<file path="src/hdl/atpg_pkg.sv">
// Purpose: Shared constants and types for the converter test-pattern generator
// Assumes: 14-bit two's complement samples, byte-wide serial-port registers
// Notes:   Offsets are serial-port register addresses (15-bit address space)
package atpg_pkg;

    localparam int SAMPLE_W = 14;

    // Register addresses
    localparam logic [14:0] ADDR_CONFIG_SOFT_RESET   = 15'h0000;
    localparam logic [14:0] ADDR_DOWNCONV0_TEST      = 15'h0327;
    localparam logic [14:0] ADDR_DOWNCONV1_TEST      = 15'h0347;
    localparam logic [14:0] ADDR_DOWNCONV2_TEST      = 15'h0367;
    localparam logic [14:0] ADDR_DOWNCONV3_TEST      = 15'h0387;
    localparam logic [14:0] ADDR_CONVERTER_TEST_MODE = 15'h0550;
    localparam logic [14:0] ADDR_USER_PATTERN_FIRST  = 15'h0551;
    localparam logic [14:0] ADDR_USER_PATTERN_LAST   = 15'h0558;
    localparam logic [14:0] ADDR_SERIAL_OUT_TEST     = 15'h0573;
    localparam logic [14:0] ADDR_SERIAL_OUT_TEST_EXT = 15'h0574;

    // Reset values and field positions
    localparam logic [7:0] REG_RESET_VALUE     = 8'h00;
    localparam logic [7:0] SOFT_RESET_MASK     = 8'h81;
    localparam int         PN_LONG_RESET_BIT   = 4;
    localparam int         PN_SHORT_RESET_BIT  = 5;
    localparam int         USER_SINGLE_BIT     = 7;
    localparam int         DC_I_TEST_BIT       = 0;
    localparam int         DC_Q_TEST_BIT       = 2;

    // Serial port framing: read flag, 15 address bits, 8 data bits
    localparam logic [4:0] SPI_HEADER_BITS     = 5'h10;
    localparam logic [4:0] SPI_FRAME_LAST      = 5'h17;

    // Pattern words
    localparam logic [13:0] WORD_MIDSCALE      = 14'h0000;
    localparam logic [13:0] WORD_POS_FULL      = 14'h1FFF;
    localparam logic [13:0] WORD_NEG_FULL      = 14'h2000;
    localparam logic [13:0] WORD_CHECKER_EVEN  = 14'h1555;
    localparam logic [13:0] WORD_CHECKER_ODD   = 14'h2AAA;
    localparam logic [13:0] WORD_ALL_ZERO      = 14'h0000;
    localparam logic [13:0] WORD_ALL_ONE       = 14'h3FFF;
    localparam logic [22:0] PN_LONG_SEED       = 23'h00_3AFF;
    localparam logic [8:0]  PN_SHORT_SEED      = 9'h092;
    localparam int          PN_WORD_BITS       = 14;
    localparam logic [2:0]  USER_PATTERN_COUNT = 3'h4;

    typedef enum logic [3:0] {
        ATPG_MODE_OFF       = 4'h0,
        ATPG_MODE_MIDSCALE  = 4'h1,
        ATPG_MODE_POS_FULL  = 4'h2,
        ATPG_MODE_NEG_FULL  = 4'h3,
        ATPG_MODE_CHECKER   = 4'h4,
        ATPG_MODE_PN_LONG   = 4'h5,
        ATPG_MODE_PN_SHORT  = 4'h6,
        ATPG_MODE_TOGGLE    = 4'h7,
        ATPG_MODE_USER      = 4'h8,
        ATPG_MODE_RAMP      = 4'hF
    } atpg_mode_t;

    typedef struct packed {
        logic          test_active;
        logic [13:0]   chan_b;
        logic [13:0]   chan_a;
    } atpg_sample_t;

    typedef struct packed {
        logic [3:0]    i_test;
        logic [3:0]    q_test;
    } atpg_ddc_sel_t;

endpackage

</file>
<file path="src/hdl/atpg_test_pattern_gen.sv">
// Purpose: Converter test-pattern generator with its serial-port registers
// Assumes: clock is the encode clock; serial-port pins are asynchronous
// Notes:   Patterns replace both channels' samples ahead of the downconverters
//
// Overview of operation
// - Test mode replaces analog samples with pattern
// - Test-mode bit 4 or 5 reseeds PN
// - Ignore analog input; advance only per sample
// - I takes channel A, Q channel B
// - Fourth downconverter: I via bit 0, no Q
// - Code 0100 checkerboard 0x1555 / 0x2AAA
// - Code 0101 long PN, seed 0x3AFF
// - Code 0110 short PN, seed 0x0092
// - Code 0111 toggles 0x0000 / 0x3FFF
// - Code 1000 user patterns, repeat or single
// - Code 1111 ramp modulo 2^14
`timescale 1ns/1ns
module atpg_test_pattern_gen (
    input  wire logic                 clock,
    input  wire logic                 sys_rst,
    input  wire logic                 spi_sclk,
    input  wire logic                 spi_cs_n,
    input  wire logic                 spi_sdio_in,
    output logic                      spi_sdio_out,
    output logic                      spi_sdio_oe,
    input  wire logic                 adc_valid,
    output logic                      adc_ready,
    input  wire logic [13:0]          adc_chan_a,
    input  wire logic [13:0]          adc_chan_b,
    output logic                      out_valid,
    input  wire logic                 out_ready,
    output atpg_pkg::atpg_sample_t    out_sample,
    output atpg_pkg::atpg_ddc_sel_t   ddc_sel
);

    typedef struct packed {
        logic [1:0]       sclk_sync;
        logic [1:0]       cs_n_sync;
        logic [1:0]       sdi_sync;
        logic             sclk_prev;
        logic [4:0]       bit_cnt;
        logic [23:0]      shift_in;
        logic [7:0]       shift_out;
        logic             sdo;
        logic             sdo_oe;
        logic [7:0]       config_reg;
        logic [3:0][7:0]  downconv_reg;
        logic [7:0]       test_mode;
        logic [7:0][7:0]  user_pat;
        logic [7:0]       serial_test;
        logic [7:0]       serial_test_ext;
        logic [22:0]      pn_long;
        logic [8:0]       pn_short;
        logic             phase;
        logic [13:0]      ramp;
        logic [2:0]       user_idx;
        logic [7:0]       ddc_i;
        logic [7:0]       ddc_q;
    } atpg_state_t;

    atpg_state_t             st;
    atpg_state_t             next_st;
    atpg_pkg::atpg_sample_t  buf_in;
    logic                    buf_in_ready;
    logic                    push;
    logic                    pattern_on;
    logic [13:0]             pattern_word;

    ////////////////////////////////////////////////////////////////////////////
    // Pseudorandom words: fourteen stream bits per sample, first bit as MSB
    // Seed LSB leaves first; each sample consumes the next fourteen bits
    // Whole word per clock costs an unrolled loop, but keeps one sample a cycle

    function automatic logic [36:0] pn_long_adv(input logic [22:0] s);
        logic [22:0] r;
        logic [13:0] w;
        r = s;
        w = '0;
        for (int i = 0; i < atpg_pkg::PN_WORD_BITS; i++) begin
            w = {w[12:0], r[0]};
            r = {r[0] ^ r[5], r[22:1]};
        end
        return {w, r};
    endfunction

    function automatic logic [22:0] pn_short_adv(input logic [8:0] s);
        logic [8:0]  r;
        logic [13:0] w;
        r = s;
        w = '0;
        for (int i = 0; i < atpg_pkg::PN_WORD_BITS; i++) begin
            w = {w[12:0], r[0]};
            r = {r[0] ^ r[4], r[8:1]};
        end
        return {w, r};
    endfunction

    ////////////////////////////////////////////////////////////////////////////
    // Pattern selection

    logic [36:0] pn_long_res;
    logic [22:0] pn_short_res;
    logic [15:0] user_word;

    assign pn_long_res  = pn_long_adv(st.pn_long);
    assign pn_short_res = pn_short_adv(st.pn_short);
    // High byte sits at the second, even address of each pair
    assign user_word    = {st.user_pat[{st.user_idx[1:0], 1'b1}], st.user_pat[{st.user_idx[1:0], 1'b0}]};

    always_comb begin
        pattern_on   = 1'b1;
        pattern_word = atpg_pkg::WORD_MIDSCALE;
        case (st.test_mode[3:0])
            atpg_pkg::ATPG_MODE_MIDSCALE: pattern_word = atpg_pkg::WORD_MIDSCALE;
            atpg_pkg::ATPG_MODE_POS_FULL: pattern_word = atpg_pkg::WORD_POS_FULL;
            atpg_pkg::ATPG_MODE_NEG_FULL: pattern_word = atpg_pkg::WORD_NEG_FULL;
            atpg_pkg::ATPG_MODE_CHECKER: begin
                pattern_word = st.phase ? atpg_pkg::WORD_CHECKER_ODD : atpg_pkg::WORD_CHECKER_EVEN;
            end
            atpg_pkg::ATPG_MODE_PN_LONG:  pattern_word = pn_long_res[36:23];
            atpg_pkg::ATPG_MODE_PN_SHORT: pattern_word = pn_short_res[22:9];
            atpg_pkg::ATPG_MODE_TOGGLE: begin
                pattern_word = st.phase ? atpg_pkg::WORD_ALL_ONE : atpg_pkg::WORD_ALL_ZERO;
            end
            atpg_pkg::ATPG_MODE_USER: begin
                // Index past the last pattern only occurs in single mode
                pattern_word = (st.user_idx == atpg_pkg::USER_PATTERN_COUNT) ?
                               atpg_pkg::WORD_ALL_ZERO : user_word[15:2];
            end
            atpg_pkg::ATPG_MODE_RAMP:     pattern_word = st.ramp;
            default:                      pattern_on   = 1'b0;
        endcase
    end

    ////////////////////////////////////////////////////////////////////////////
    // Sample path

    always_comb begin
        buf_in.test_active = pattern_on;
        if (pattern_on) begin
            // Analog words are dropped entirely while a pattern runs
            buf_in.chan_a = pattern_word;
            buf_in.chan_b = pattern_word;
        end else begin
            buf_in.chan_a = adc_chan_a;
            buf_in.chan_b = adc_chan_b;
        end
    end

    // Converter stalls only while both entries are taken
    assign adc_ready = buf_in_ready;
    assign push      = adc_valid & buf_in_ready;

    atpg_pair_buffer #(
        .WIDTH ($bits(atpg_pkg::atpg_sample_t))
    ) u_buffer (
        .clock     (clock),
        .sys_rst   (sys_rst),
        .in_valid  (adc_valid),
        .in_ready  (buf_in_ready),
        .in_data   (buf_in),
        .out_valid (out_valid),
        .out_ready (out_ready),
        .out_data  (out_sample)
    );

    ////////////////////////////////////////////////////////////////////////////
    // Serial port and register file

    // Frame: read flag, 15-bit address, 8-bit data, MSB first
    logic        sclk_rise;
    logic        sclk_fall;
    logic [23:0] shifted;
    logic [14:0] hdr_addr;
    logic [7:0]  read_data;
    logic        wr_strobe;
    logic [14:0] wr_addr;
    logic [7:0]  wr_data;
    logic        soft_reset;
    logic        mode_write;

    assign sclk_rise = st.sclk_sync[1] & ~st.sclk_prev;
    assign sclk_fall = ~st.sclk_sync[1] & st.sclk_prev;
    assign shifted   = {st.shift_in[22:0], st.sdi_sync[1]};
    assign hdr_addr  = shifted[14:0];
    assign wr_addr   = shifted[22:8];
    assign wr_data   = shifted[7:0];
    assign wr_strobe = sclk_rise & ~st.cs_n_sync[1] & (st.bit_cnt == atpg_pkg::SPI_FRAME_LAST) & ~shifted[23];
    // Either soft-reset bit suffices
    assign soft_reset = wr_strobe & (wr_addr == atpg_pkg::ADDR_CONFIG_SOFT_RESET) &
                        ((wr_data & atpg_pkg::SOFT_RESET_MASK) != 8'h00);
    assign mode_write = wr_strobe & (wr_addr == atpg_pkg::ADDR_CONVERTER_TEST_MODE);

    always_comb begin
        read_data = atpg_pkg::REG_RESET_VALUE;
        if (hdr_addr >= atpg_pkg::ADDR_USER_PATTERN_FIRST && hdr_addr <= atpg_pkg::ADDR_USER_PATTERN_LAST) begin
            read_data = st.user_pat[3'(hdr_addr - atpg_pkg::ADDR_USER_PATTERN_FIRST)];
        end else begin
            case (hdr_addr)
                atpg_pkg::ADDR_CONFIG_SOFT_RESET:   read_data = st.config_reg;
                atpg_pkg::ADDR_DOWNCONV0_TEST:      read_data = st.downconv_reg[0];
                atpg_pkg::ADDR_DOWNCONV1_TEST:      read_data = st.downconv_reg[1];
                atpg_pkg::ADDR_DOWNCONV2_TEST:      read_data = st.downconv_reg[2];
                atpg_pkg::ADDR_DOWNCONV3_TEST:      read_data = st.downconv_reg[3];
                atpg_pkg::ADDR_CONVERTER_TEST_MODE: read_data = st.test_mode;
                atpg_pkg::ADDR_SERIAL_OUT_TEST:     read_data = st.serial_test;
                atpg_pkg::ADDR_SERIAL_OUT_TEST_EXT: read_data = st.serial_test_ext;
                default:                            read_data = atpg_pkg::REG_RESET_VALUE;
            endcase
        end
    end

    ////////////////////////////////////////////////////////////////////////////
    // Next state

    always_comb begin
        next_st = st;
        // Two flops on every serial pin before logic reads it
        next_st.sclk_sync = {st.sclk_sync[0], spi_sclk};
        next_st.cs_n_sync = {st.cs_n_sync[0], spi_cs_n};
        next_st.sdi_sync  = {st.sdi_sync[0], spi_sdio_in};
        next_st.sclk_prev = st.sclk_sync[1];

        if (st.cs_n_sync[1]) begin
            next_st.bit_cnt = 5'h00;
            next_st.sdo_oe  = 1'b0;
        end else if (sclk_rise) begin
            next_st.shift_in = shifted;
            next_st.bit_cnt  = (st.bit_cnt == atpg_pkg::SPI_FRAME_LAST) ? 5'h00 : st.bit_cnt + 5'h01;
            if (st.bit_cnt == atpg_pkg::SPI_HEADER_BITS - 5'h01 && shifted[15]) begin
                next_st.shift_out = read_data;
                next_st.sdo_oe    = 1'b1;
            end
            if (st.bit_cnt == atpg_pkg::SPI_FRAME_LAST) begin
                next_st.sdo_oe = 1'b0;
            end
        end else if (sclk_fall && st.sdo_oe) begin
            // Launch on falling edge so the host samples a settled bit
            next_st.sdo       = st.shift_out[7];
            next_st.shift_out = {st.shift_out[6:0], 1'b0};
        end

        if (wr_strobe) begin
            if (wr_addr >= atpg_pkg::ADDR_USER_PATTERN_FIRST && wr_addr <= atpg_pkg::ADDR_USER_PATTERN_LAST) begin
                next_st.user_pat[3'(wr_addr - atpg_pkg::ADDR_USER_PATTERN_FIRST)] = wr_data;
            end
            case (wr_addr)
                atpg_pkg::ADDR_CONFIG_SOFT_RESET: begin
                    next_st.config_reg = wr_data & ~atpg_pkg::SOFT_RESET_MASK;
                end
                atpg_pkg::ADDR_DOWNCONV0_TEST:      next_st.downconv_reg[0]  = wr_data;
                atpg_pkg::ADDR_DOWNCONV1_TEST:      next_st.downconv_reg[1]  = wr_data;
                atpg_pkg::ADDR_DOWNCONV2_TEST:      next_st.downconv_reg[2]  = wr_data;
                atpg_pkg::ADDR_DOWNCONV3_TEST:      next_st.downconv_reg[3]  = wr_data;
                atpg_pkg::ADDR_CONVERTER_TEST_MODE: next_st.test_mode        = wr_data;
                atpg_pkg::ADDR_SERIAL_OUT_TEST:     next_st.serial_test      = wr_data;
                atpg_pkg::ADDR_SERIAL_OUT_TEST_EXT: next_st.serial_test_ext  = wr_data;
                default: ;
            endcase
        end

        // Generators step once per accepted sample, never on idle clocks
        if (push && pattern_on) begin
            next_st.pn_long  = pn_long_res[22:0];
            next_st.pn_short = pn_short_res[8:0];
            next_st.phase    = ~st.phase;
            next_st.ramp     = st.ramp + 14'h0001;
            if (st.user_idx == atpg_pkg::USER_PATTERN_COUNT - 3'h1) begin
                next_st.user_idx = st.test_mode[atpg_pkg::USER_SINGLE_BIT] ?
                                   atpg_pkg::USER_PATTERN_COUNT : 3'h0;
            end else if (st.user_idx != atpg_pkg::USER_PATTERN_COUNT) begin
                next_st.user_idx = st.user_idx + 3'h1;
            end
        end

        // A new mode starts its sequence from the first sample
        if (mode_write) begin
            next_st.pn_long  = atpg_pkg::PN_LONG_SEED;
            next_st.pn_short = atpg_pkg::PN_SHORT_SEED;
            next_st.phase    = 1'b0;
            next_st.ramp     = 14'h0000;
            next_st.user_idx = 3'h0;
        end

        // Held at seed while either reset bit stays set
        if (next_st.test_mode[atpg_pkg::PN_LONG_RESET_BIT] || next_st.test_mode[atpg_pkg::PN_SHORT_RESET_BIT]) begin
            next_st.pn_long  = atpg_pkg::PN_LONG_SEED;
            next_st.pn_short = atpg_pkg::PN_SHORT_SEED;
        end

        for (int k = 0; k < 4; k++) begin
            next_st.ddc_i[k] = pattern_on & next_st.downconv_reg[k][atpg_pkg::DC_I_TEST_BIT];
            next_st.ddc_q[k] = (k < 3) & pattern_on &
                               next_st.downconv_reg[k][atpg_pkg::DC_Q_TEST_BIT];
        end
        next_st.ddc_i[7:4] = 4'h0;
        next_st.ddc_q[7:4] = 4'h0;

        // Soft reset returns every register and generator to its reset value
        if (soft_reset) begin
            next_st.config_reg      = atpg_pkg::REG_RESET_VALUE;
            next_st.downconv_reg    = '0;
            next_st.test_mode       = atpg_pkg::REG_RESET_VALUE;
            next_st.user_pat        = '0;
            next_st.serial_test     = atpg_pkg::REG_RESET_VALUE;
            next_st.serial_test_ext = atpg_pkg::REG_RESET_VALUE;
            next_st.pn_long         = atpg_pkg::PN_LONG_SEED;
            next_st.pn_short        = atpg_pkg::PN_SHORT_SEED;
            next_st.phase           = 1'b0;
            next_st.ramp            = 14'h0000;
            next_st.user_idx        = 3'h0;
            next_st.ddc_i           = 8'h00;
            next_st.ddc_q           = 8'h00;
        end
    end

    ////////////////////////////////////////////////////////////////////////////
    // State register

    // Select resets high so no false frame follows reset
    always_ff @(posedge clock or posedge sys_rst) begin
        if (sys_rst) begin
            st           <= '0;
            st.cs_n_sync <= 2'b11;
            st.pn_long   <= atpg_pkg::PN_LONG_SEED;
            st.pn_short  <= atpg_pkg::PN_SHORT_SEED;
        end else begin
            st <= next_st;
        end
    end

    // Only four downconverters; upper select bits unused
    assign spi_sdio_out   = st.sdo;
    assign spi_sdio_oe    = st.sdo_oe;
    assign ddc_sel.i_test = st.ddc_i[3:0];
    assign ddc_sel.q_test = st.ddc_q[3:0];

endmodule

</file>
<file path="src/hdl/atpg_pair_buffer.sv">
// Purpose: Two-entry buffer in the sample path so a receiver stall loses nothing
// Assumes: One clock, asynchronous active-high reset
// Notes:   Full after two words; in_ready drops and stalls the source
`timescale 1ns/1ns
module atpg_pair_buffer #(
    parameter int WIDTH = 29
) (
    input  wire logic             clock,
    input  wire logic             sys_rst,
    input  wire logic             in_valid,
    output logic                  in_ready,
    input  wire logic [WIDTH-1:0] in_data,
    output logic                  out_valid,
    input  wire logic             out_ready,
    output logic [WIDTH-1:0]      out_data
);

    // Refused at elaboration: a zero-width word carries nothing
    if (WIDTH < 1) begin : g_width_check
        $error("atpg_pair_buffer: WIDTH must be at least 1");
    end

    typedef struct packed {
        logic [1:0][WIDTH-1:0] mem;
        logic                  wr_ptr;
        logic                  rd_ptr;
        logic [1:0]            count;
    } atpg_buf_state_t;

    atpg_buf_state_t st;
    atpg_buf_state_t next_st;
    logic            push;
    logic            pop;

    assign in_ready  = (st.count != 2'd2);
    assign out_valid = (st.count != 2'd0);
    assign out_data  = st.mem[st.rd_ptr];
    assign push      = in_valid & in_ready;
    assign pop       = out_valid & out_ready;

    always_comb begin
        next_st = st;
        if (push) begin
            next_st.mem[st.wr_ptr] = in_data;
            next_st.wr_ptr         = ~st.wr_ptr;
        end
        if (pop) begin
            next_st.rd_ptr = ~st.rd_ptr;
        end
        if (push && !pop) begin
            next_st.count = st.count + 2'd1;
        end else if (pop && !push) begin
            next_st.count = st.count - 2'd1;
        end
    end

    always_ff @(posedge clock or posedge sys_rst) begin
        if (sys_rst) begin
            st <= '0;
        end else begin
            st <= next_st;
        end
    end

endmodule

</file>
<file path="config.mk">
export PLATFORM = sky130hd
export DESIGN_NAME = atpg_test_pattern_gen
export DESIGN_NICKNAME = d
export VERILOG_FILES = /design/src/hdl/atpg_pkg.sv /design/src/hdl/atpg_test_pattern_gen.sv /design/src/hdl/atpg_pair_buffer.sv
export SDC_FILE = /design/constraint.sdc
export NUM_CORES = 1
export LEC_CHECK = 0
export BUFFER_PORTS_ARGS = -buffer_cell sky130_fd_sc_hd__buf_2
export CAP_MARGIN = 20
export CORE_UTILIZATION = 30
export DETAILED_ROUTE_END_ITERATION = 6
export PLACE_DENSITY_LB_ADDON = 0.2
export SLEW_MARGIN = 20
export SYNTH_ARGS = -nofsm -noshare
export SYNTH_HDL_FRONTEND = slang
export SYNTH_HIERARCHICAL = 1
export SYNTH_SLANG_ARGS = --single-unit
</file>
<file path="constraint.sdc">
create_clock -name clock -period 17.36 [get_ports clock]
set_clock_uncertainty 0.15 [all_clocks]
set_input_delay 5.208 -clock clock [delete_from_list [all_inputs] [get_ports clock]]
set_output_delay 5.208 -clock clock [all_outputs]
set_load 0.01 [all_outputs]
</file>
==> flow_summary.yaml <==
global_routing:
  grt_first_pass_wirelength_um: 65400
  grtUsageTotal: 0.167
  first_global_vias: 10764
  grt_overflow: 0
  grt_max_degree: 127
  antenna_found_initial: 0
timing:
  slew-limit-headroom: 0.261
  maxSlewViolCount: 0
  fin_tns_setup_ps: 0
  setup_ws_ps: 10100
  worst_slew_pin_slew_ps: 1110
  setup_viol: 0
  hold_viol_final: 0
  post-route-period-util: 0.418
  fmax_mhz: 138
  rsz0062_at_grt: "false"
  min_period_ps: 7260
power_and_ir_drop:
  power_mw: 2.02
  power_frac_clock: 0.376
  p_leak_nw: 7.30
  p_sw_frac: 0.289
  vdd_drop_max_mv: 0.0533
  power_frac_comb: 0.207
  seqPwrFrac: 0.417
  power_per_cell_area_mw_per_mm2: 120
  intPower_mw: 1.43
  switchingPower_uw: 582
logic_synthesis:
  synth.avg_cell_area_um2: 11.1
  synthesis.area_mm2: 0.0148
  ys_seq_area_frac: 0.492
  ys_seq_elements: 290
  synthesis.nets: 1384
  synth_edf_count: 0
  synth_ff_type: "dfrtp_1"
  yosys_warnings: 6
  ys_types: 83
  async_reset_ff_frac: 1.00
  netlist_instances: 1335
clocking:
  post_cts_buffers: 0
  cts_root_buf: "clkbuf_16"
  cts_hold_buf: 0
  cts_max_level: 2
  post_cts_resized: 0
  cts_tree: "built"
  cts_buffers: 36
  ctsLongestPathBuffers: 3
  clock-sinks: 290
  clkTransAtPathRegs_ps: 60
  worstSkewPairLatency_ps: 540
detailed_routing:
  ant_nets: 0
  drtIter0Drc: 823
  route.detailed.drc: 0
  vias: 10618
  wl_per_cell_um: 20.1
  drt-pass1-iter-count: 5
  viasPerCell: 5.19
  routed_wirelength_um: 41100
finish:
  fin_area_mm2: 0.0168
  diodes: 0
  fin_nets: 1412
  utilization: 0.349
  drive_gt1_frac: 0.248
  area_growth_pct: 13.6
die:
  num_rows: 80
  die_w_um: 224
  core_area_mm2: 0.0481
  die_h_um: 224
  start_util: 0.307
  io_pins: 76
  fp.dieArea_mm2: 0.0502
worst_setup_path:
  max_stage_delay_ps: 780
  reg2reg_slack_ps: 13440
  crit_fanout: 30
  r2r_cells: 7
  critPathRequiredTime_ps: 12000
  path_class: "reg2out"
  critPathArrivalTime_ps: 1900
  crit_path_end_kind: "output pin"
  startpoint_type: "flip-flop"
  crit_slowest_cell: "dfrtp_2"
  path_cells: "mux2_2, buf_2"
hold_path:
  hold_depth: 0
  min-delay-path-class: "reg2reg"
placement:
  port_buffers: 74
  gp_congestion: 0.818
  dpl.hpwl_um: 27300
  pre_cts_slack_ps: 9950
  post_dp_cell_area_mm2: 0.0156
job:
  cap_violations: 0
status:
  status: "completed"
==> kinds of logic after synthesis <==
family                     after synthesis  share of synthesized area
buffers and inverters                  121                     0.0415
AOI/OAI and AO/OA                      252                      0.118
and+or+nand+nor                        438                      0.152
xor gates and xnor gates                50                     0.0296
DFF                                    290                      0.492
muxes                                  169                      0.154
adders and majority gates               14                     0.0119
other                                    1                   0.000254
==> power by group through the flow <==
stage / combinational (mW) / clock [mW] / sequential (mW)
after floorplan: 0.339 / 0 / 0.800
after global placement: 0.413 / 0 / 0.857
after detailed placement: 0.421 / 0 / 0.852
after CTS: 0.424 / 0.781 / 0.841
after global routing: 0.455 / 0.810 / 0.853
final: 0.418 / 0.759 / 0.840
==> flip-flops by register name, summed over array words and instances, names as in the netlist, 4 cells and up <==
signal	count
pn_long_res	23
st	159
shifted	9
pn_short_res	9
u_buffer/st	62
hdr_addr	15
next_st	4
ddc_sel	7
==> metrics by stage <==
stage	hold WS (ps)	cells
floorplan	181	1335
global placement	189	1981
detailed placement	192	1981
CTS	205	2045
global route	206	2045
finish	203	2045
==> routing by layer <==
layer / global-route usage / up-vias / part of all wire
met3: 0.0254 / 56 / 0.035
li1: - / 4924 / -
met1: 0.232 / 5414 / 0.47
met5: 0 / - / 0
met4: 0.0473 / 0 / 0.021
met2: 0.270 / 224 / 0.47
==> cell usage in the layout (no fill, tap or decap), types with 11 or more instances in the layout <==
cell type  count
dfrtp_1      272
nand2_1      138
mux2_2        90
nand3_1       89
nor2_1        82
o21ai_0       77
buf_2         74
a22o_1        41
clkbuf_16     37
xnor2_1       34
a21oi_1       32
mux4_2        30
mux2i_1       29
and3_1        24
mux2_4        20
nor3_1        18
inv_1         17
a22oi_1       17
dfstp_2       17
buf_4         17
xor2_1        16
ha_1          14
a221o_1       13
o21ai_1       13
a222oi_1      12
a211oi_1      11
==> layout make-up <==
cell class	instances	area (um2)
clock buffer	51	1070
clock inverter	13	135
fill	4775	31400
inverter	20	82.6
multi-input combinational	924	6900
sequential	290	7280
tap	656	821
timing repair buffer	91	498
==> Yosys cell counts (all sizes together) (4+ instances only) <==
master / n / area (um2)
xnor2: 34 / 298
and3: 26 / 168
a21o: 4 / 30.0
mux2i: 29 / 290
ha: 14 / 175
dfrtp: 273 / 6830
inv: 20 / 75.1
and4: 5 / 43.8
o21ai: 93 / 477
buf: 49 / 343
and2: 7 / 43.8
nand3: 89 / 445
nand2b: 5 / 38.8
xor2: 16 / 140
a221o: 13 / 130
mux2: 110 / 1310
nand4: 7 / 43.8
nand2: 140 / 526
a222oi: 12 / 120
or2: 4 / 25.0
a31oi: 4 / 31.3
clkbuf: 52 / 195
nor2: 83 / 314
mux4: 30 / 676
or3: 6 / 42.5
nor3: 19 / 106
a221oi: 9 / 78.8
nand3b: 4 / 37.5
a22oi: 17 / 128
or4: 5 / 41.3
a22o: 41 / 359
a211oi: 11 / 82.6
nor2b: 5 / 31.3
dfstp: 17 / 447
nor4: 12 / 128
a21oi: 32 / 160
==> final timing paths <==
path,startpoint,to
setup reg to reg,st[149]$_DFFE_PP0P_,pn_short_res[15]$_DFFE_PP1P_
hold / removal,next_st[239]$_DFF_PP0_,next_st[233]$_DFF_PP0_
hold reg to reg,next_st[239]$_DFF_PP0_,next_st[233]$_DFF_PP0_
setup / recovery,u_buffer/st[2]$_DFFE_PP0P_,out_sample[21]
min in group asynchronous,sys_rst,u_buffer/st[8]$_DFFE_PP0P_
max in group asynchronous,sys_rst,spi_sdio_out$_DFFE_PP0P_
==> worst max-delay path, delay by kind of cell (launching register included) <==
family	cells	cell delay (ps)
buffers and inverters	1	140
DFF	1	780
muxes	1	420
(Power assumes the default switching activity.)
